## config.mk

```make
export PLATFORM = sky130hd
export DESIGN_NAME = ppdc_port_drive
export DESIGN_NICKNAME = d
export VERILOG_FILES = /design/src/rtl/ppdc_pkg.sv /design/src/rtl/ppdc_port_drive.sv
export VERILOG_INCLUDE_DIRS = /design/src /design/src/rtl
export SDC_FILE = /design/constraint.sdc
export NUM_CORES = 1
export LEC_CHECK = 0
export ABC_CLOCK_PERIOD_IN_PS = 8420
export BUFFER_PORTS_ARGS = -buffer_cell sky130_fd_sc_hd__buf_2
export CORE_MARGIN = 2
export CORE_UTILIZATION = 63
export CTS_BUF_LIST = sky130_fd_sc_hd__clkbuf_16
export CTS_CLUSTER_SIZE = 14
export DETAILED_ROUTE_END_ITERATION = 8
export HOLD_SLACK_MARGIN = 0.05
export PLACE_DENSITY = 0.95
export SLEW_MARGIN = 25
export SYNTH_ARGS = -nofsm -noshare
export SYNTH_HDL_FRONTEND = slang
export SYNTH_SLANG_ARGS = --single-unit
```

## constraint.sdc

```tcl
create_clock -name clk -period 8.42 [get_ports clk]
set_input_delay 1.684 -clock clk [delete_from_list [all_inputs] [get_ports clk]]
set_output_delay 1.684 -clock clk [all_outputs]
set_load 0.005 [all_outputs]
```

## src/rtl/ppdc_regs.svh

```systemverilog
// constants for the port pin drive control block
// assumes inclusion by bare name from rtl files
`ifndef PPDC_REGS_SVH
`define PPDC_REGS_SVH
`define PPDC_PINS 8
`define PPDC_SRC_W 5
`define PPDC_RST_LATCH 8'h00
`define PPDC_RST_SEL 40'h00_0000_0000
`define PPDC_RST_CCD 8'h00
`define PPDC_RST_SRC 5'h00
`endif

```

## src/rtl/ppdc_pkg.sv

```systemverilog
// types for the port pin drive control block
// assumes nothing beyond a SystemVerilog compiler
package ppdc_pkg;
    // 0 selects the port latch, others pick a routed peripheral output
    typedef logic [4:0] ppdc_src_t;
    typedef enum logic [1:0]
    {
        PPDC_DRV_NORMAL = 2'b01,
        PPDC_DRV_CCD = 2'b10
    } ppdc_drv_t;
endpackage

```

## src/rtl/ppdc_port_drive.sv

```systemverilog
// per-pin output control of one general-purpose port
// assumes all inputs synchronous to clk; software writes come as plain strobes
//
// Summary of operation
// RL1: pin select and global enable turn on ccd
// RL2: cleared pin select disables ccd regardless
// RL3: software never sets selects with enable clear
// RL4: separate high and low side selects per pin
// RL5: after reset pins drive from port latch
// RL6: peripherals reach pins only through routing
// RL7: digital outputs still drive in analog mode
`timescale 1ns/1ps
`include "ppdc_regs.svh"

module ppdc_port_drive #(
    parameter int PINS = `PPDC_PINS,
    parameter int NPERIPH = 31
)(
    // clock and reset
    input wire logic clk,
    input wire logic rst_n,
    // software writes
    input wire logic latch_we,
    input wire logic [PINS-1:0] latch_wdata,
    input wire logic route_we,
    input wire logic [$clog2(PINS)-1:0] route_pin,
    input wire ppdc_pkg::ppdc_src_t route_src,
    input wire logic ccd_we,
    input wire logic [PINS-1:0] ccd_high_side_pin_select_wdata,
    input wire logic [PINS-1:0] ccd_low_side_pin_select_wdata,
    input wire logic ccd_global_enable_wdata,
    input wire logic [PINS-1:0] analog_mode,
    // peripheral outputs offered to the routing
    input wire logic [NPERIPH-1:0] periph_out,
    // pin drive
    output logic [PINS-1:0] pin_out,
    output logic [PINS-1:0] pin_ccd_high_on,
    output logic [PINS-1:0] pin_ccd_low_on,
    // readback
    output logic [PINS-1:0] latch_rd,
    output logic ccd_global_enable_rd,
    output logic ccd_misuse
);
    import ppdc_pkg::*;

    // port latch
    logic [PINS-1:0] latch_q;
    logic [PINS-1:0] latch_d;
    // per-pin source codes, 0 being the latch
    ppdc_src_t sel_q [PINS];
    ppdc_src_t sel_d [PINS];
    // current-controlled drive selects and the global enable
    logic [PINS-1:0] hs_q;
    logic [PINS-1:0] hs_d;
    logic [PINS-1:0] ls_q;
    logic [PINS-1:0] ls_d;
    logic en_q;
    logic en_d;
    // registered pin drive and status
    logic [PINS-1:0] out_q;
    logic [PINS-1:0] out_d;
    logic [PINS-1:0] ccdh_q;
    logic [PINS-1:0] ccdh_d;
    logic [PINS-1:0] ccdl_q;
    logic [PINS-1:0] ccdl_d;
    logic misuse_q;
    logic misuse_d;

    // a write strobe loads new data, otherwise the word holds
    function automatic logic [PINS-1:0] load_word(
        input logic we,
        input logic [PINS-1:0] wdata,
        input logic [PINS-1:0] cur
    );
        logic [PINS-1:0] nxt;
        nxt = cur;
        if (we)
        begin
            nxt = wdata;
        end
        return nxt;
    endfunction

    // pick the source for one pin; unknown codes fall back to the latch
    function automatic logic route_bit(
        input ppdc_src_t s,
        input logic lat,
        input logic [NPERIPH-1:0] p
    );
        logic pick;
        pick = lat;
        if (s != 5'h00 && int'(s) <= NPERIPH)
        begin
            pick = p[int'(s) - 1]; // RL6
        end
        return pick;
    endfunction

    // a select only takes effect while the global enable is set
    function automatic logic [PINS-1:0] ccd_gate(
        input logic [PINS-1:0] sel,
        input logic en
    );
        logic [PINS-1:0] gated;
        gated = sel & {PINS{en}};
        return gated;
    endfunction

    // port latch group
    always_comb
    begin
        latch_d = load_word(latch_we, latch_wdata, latch_q);
    end

    always_ff @(posedge clk or negedge rst_n)
    begin
        if (!rst_n)
        begin
            latch_q <= PINS'(`PPDC_RST_LATCH); // RL5
        end
        else
        begin
            latch_q <= latch_d;
        end
    end

    // source select group: one pin changes per route write
    always_comb
    begin
        for (int i = 0; i < PINS; i++)
        begin
            sel_d[i] = sel_q[i];
            if (route_we && int'(route_pin) == i)
            begin
                sel_d[i] = route_src; // RL6
            end
        end
    end

    always_ff @(posedge clk or negedge rst_n)
    begin
        if (!rst_n)
        begin
            for (int i = 0; i < PINS; i++)
            begin
                sel_q[i] <= `PPDC_RST_SRC; // RL5
            end
        end
        else
        begin
            for (int i = 0; i < PINS; i++)
            begin
                sel_q[i] <= sel_d[i];
            end
        end
    end

    // drive select group; both sides load from one strobe
    always_comb
    begin
        hs_d = load_word(ccd_we, ccd_high_side_pin_select_wdata, hs_q); // RL4
        ls_d = load_word(ccd_we, ccd_low_side_pin_select_wdata, ls_q); // RL4
        en_d = en_q;
        if (ccd_we)
        begin
            en_d = ccd_global_enable_wdata;
        end
    end

    always_ff @(posedge clk or negedge rst_n)
    begin
        if (!rst_n)
        begin
            hs_q <= PINS'(`PPDC_RST_CCD);
            ls_q <= PINS'(`PPDC_RST_CCD);
            en_q <= 1'b0;
        end
        else
        begin
            hs_q <= hs_d;
            ls_q <= ls_d;
            en_q <= en_d;
        end
    end

    // pin output group
    always_comb
    begin
        for (int i = 0; i < PINS; i++)
        begin
            // analog mode deliberately ignored: digital drive persists
            out_d[i] = route_bit(sel_q[i], latch_q[i], periph_out); // RL5 RL7
        end
    end

    always_ff @(posedge clk or negedge rst_n)
    begin
        if (!rst_n)
        begin
            out_q <= PINS'(`PPDC_RST_LATCH); // RL5
        end
        else
        begin
            out_q <= out_d;
        end
    end

    // drive enable group; gating uses the stored enable, so a select
    // written while the enable is clear never reaches the pin
    always_comb
    begin
        ccdh_d = ccd_gate(hs_q, en_q); // RL1 RL2
        ccdl_d = ccd_gate(ls_q, en_q); // RL1 RL2
    end

    always_ff @(posedge clk or negedge rst_n)
    begin
        if (!rst_n)
        begin
            ccdh_q <= PINS'(`PPDC_RST_CCD);
            ccdl_q <= PINS'(`PPDC_RST_CCD);
        end
        else
        begin
            ccdh_q <= ccdh_d;
            ccdl_q <= ccdl_d;
        end
    end

    // status group: flags the undefined combination software must avoid
    always_comb
    begin
        misuse_d = |(hs_q | ls_q) && !en_q; // RL3
    end

    always_ff @(posedge clk or negedge rst_n)
    begin
        if (!rst_n)
        begin
            misuse_q <= 1'b0;
        end
        else
        begin
            misuse_q <= misuse_d;
        end
    end

    assign pin_out = out_q;
    assign pin_ccd_high_on = ccdh_q;
    assign pin_ccd_low_on = ccdl_q;
    assign latch_rd = latch_q;
    assign ccd_global_enable_rd = en_q;
    assign ccd_misuse = misuse_q;
endmodule

```

==> impl_metrics.csv <==
group,metric,value,unit
run_status,status,"complete, no violations",
power_and_ir_drop,comb_power_share,48.5,%
critical_path,crit_arrival,3.55,ns
power_and_ir_drop,ir_drop,0.1618,mV
layout,seqCellArea,2252,um2
critical_path,required,8.66,ns
layout,final_core_util,71.40,%
placement,gp_congestion,0.9831,
cts,clockBufferDepth,2,
timing,slew_headroom,29.86,%
cts,root_buffer,"clkbuf_16",
drt,routed_wl,19.58,mm
timing,fmax,302.2,MHz
power_and_ir_drop,p_per_area,259.8,nW/um2
floorplanning,die_area,11870,um2
synthesis,async_reset_ff_share,100.0,%
floorplanning,die_height,109.0,um
critical_path,path_buf_inv,1,
cts,cts_inserted_buffers,9,
global_route,gr-total-overflow,0,
worst_hold_path,worstHoldStart,"ls_q[7]",
worst_hold_path,hold_path_class,"register to register",
timing,final-hold-violation-count,0,
critical_path,critPathKind,"register to register",
critical_path,worst_r2r_path_depth,8,
power_and_ir_drop,total_power,2.002,mW
power_and_ir_drop,p_seq_share,31.9,%
synthesis,synth_top_area_share,32.46,%
synthesis,yosys_warnings,0,
worst_hold_path,whs_endpoint,"pin_ccd_low_on[7]",
layout,drive_gt1_share,34.24,%
floorplanning,rows,38,
drt,detail_route.wl_per_cell,23.29,um
timing,skew,0.01054,ns
synthesis,netlist_instances,626,
placement,hpwl,13.29,mm
drt,vias,6105,
timing,final_max_slew_viol_count,0,
critical_path,reg2reg_from,"sel_q[15]",
timing,whs,0.5167,ns
synthesis,syn_nets,711,
power_and_ir_drop,p_leak,3.263,nW
synthesis,synth_commonest_cells,"dfrtp_1, mux2_2, mux2i_1",
synthesis,avgSynthCellArea,11.08,um2
global_route,grtUsageTotal,34.15,%
flow_run,max_cap_violations,0,
critical_path,crit_chain,"inv_1 -> ha_1 -> xor2_1 -> mux2_2 -> a211o_1 -> nand4_1 -> o21ai_0 -> a221o_1",
timing,rsz0062_at_grt,"false",
power_and_ir_drop,swShare,39.48,%
worst_hold_path,hold_path_depth,1,
floorplanning,pin_count,111,
drt,first_iter_violations,879,
cts,path_clk_slew,0.08,ns
synthesis,yosysMostFrequentCell,"dfrtp_1",
drt,drc,0,
timing,finalSetupViolations,0,
cts,tritoncts,"yes",
critical_path,endpoint_kind,"register",
drt,final_antenna_net_count,0,
timing,finalCritPeriodShare,39.30,%
synthesis,syn_area,6939,um2
floorplanning,start_util,64.29,%
critical_path,worstSetupStartpointType,"register",
synthesis,synth_cell_types,54,
layout,n_fill_cell,719,
critical_path,slowest_stage,"dfrtp_1",
cts,ctsHoldBuffers,0,
synthesis,ys_seq_area_share,32.46,%
timing,worst_pin_slew,1.050,ns
cts,htreeDepth,3,
floorplanning,dieWidth,109.0,um
critical_path,critical_path.max_stage_delay,0.73,ns
global_route,grt_pass1_wl,30.40,mm
placement,io_buffers,102,
power_and_ir_drop,p_sw,0.7903,mW
layout,multiInputGateArea,4409,um2
floorplanning,coreArea,10790,um2
power_and_ir_drop,intPower,1.212,mW
layout,num-nets-final,781,
cts,post_cts_buffers,0,
synthesis,synth_area_leader_cell,"dfrtp_1",
timing,finalCriticalPeriod,3.309,ns
layout,area.growth.synth_to_final,11.05,%
cts,cts.sinks,90,
power_and_ir_drop,p_clk_share,19.6,%
critical_path,r2r_end,"pin_out[4]",
global_route,antenna_found_initial,0,
drt,drt-pass1-iter-count,6,
synthesis,synthFlopType,"dfrtp_1",
synthesis,synth_edf_count,0,
cts,clk_latency,0.36,ns
global_route,grt_max_degree,54,
global_route,first_global_vias,5903,
synthesis,synth_area_leaders,"dfrtp_1, mux4_2, mux2_2",
timing,setup_tns,0,ns
critical_path,ff2ff_setup_slack,5.11,ns
layout,diodes,0,
synthesis,synth-seq-cells,90,
drt,vias_per_cell,7.259,
cts,cts-resized-gates,0,
critical_path,crit_family,"flip-flops",
critical_path,cp_max_fo,15,
[through the flow]
stage               instance area, um2  std cells  setup WS [ns]
floorplan                         6939        626          5.233
global placement                  7421        825          5.086
detailed placement                7421        825          5.032
CTS                               7706        841          5.181
global route                      7706        841          4.927
finish                            7706        841          5.111
[routing by layer]
metal | wire length (um) | up-vias | global-route usage (%)
met5 | 0 | - | 0
met4 | 1193 | 0 | 20.05
met3 | 2805 | 133 | 12.67
met2 | 8691 | 542 | 51.46
met1 | 6893 | 2866 | 42.12
li1 | - | 2564 | -
[power by group through the flow]
| stage | clock, mW | sequential [mW] | combinational [mW] |
|---|---|---|---|
| 6_report | 0.392 | 0.638 | 0.971 |
| 3_5_place_dp | 0 | 0.641 | 0.939 |
| 2_1_floorplan | 0 | 0.574 | 0.793 |
| 4_1_cts | 0.399 | 0.634 | 0.949 |
| 3_3_place_gp | 0 | 0.632 | 0.897 |
| 5_1_grt | 0.420 | 0.655 | 1.03 |
[cell usage in the layout, fill, tap and decap left out, types with 16 or more instances in the layout]
cell type	Yosys	final
buf_2	13	101
dfrtp_1	90	90
mux2_2	71	71
mux2i_1	48	48
nor2_1	42	42
mux4_2	37	37
nand2_1	23	23
a21oi_1	22	22
o21ai_0	21	21
inv_1	17	17
nor3_1	17	17
and2_1	16	16
[how the worst max path moves through the flow]
stage                         startpoint         end  slack, ns  cells after the start
final                          sel_q[15]  pin_out[4]       5.11                      8
after CTS                      sel_q[25]  pin_out[2]       5.18                      8
after global routing           sel_q[25]  pin_out[2]       4.93                      8
after global placement      route_pin[2]   sel_q[29]       5.09                      4
after floorplan           periph_out[11]  pin_out[1]       5.23                      7
after detailed placement   periph_out[9]  pin_out[3]       5.03                      7
[state kept, by name, summed over array words and instances, names as in the netlist]
name	flops
ccd_global_enable_rd	1
ccd_misuse	1
hs_q	8
latch_rd	8
ls_q	8
pin_ccd_high_on	8
pin_ccd_low_on	8
pin_out	8
sel_q	40
[cell families after synthesis]
logic type	share of synthesized area, %
compound gates	10.57
xor+xnor	2.092
fa+ha+maj	1.443
buf+inv	4.003
flops	32.46
mux	34.24
simple gates	15.20
[area by class of cell]
type / count / share of cell area, %
Clock buffer: 9 / 2.923
Clock inverter: 7 / 0.7793
Inverter: 17 / 0.8281
Multi-Input combinational cell: 475 / 57.22
Sequential cell: 90 / 29.23
Tap cell: 140 / 2.273
Timing Repair Buffer: 103 / 6.754
(Power assumes the default switching activity.)
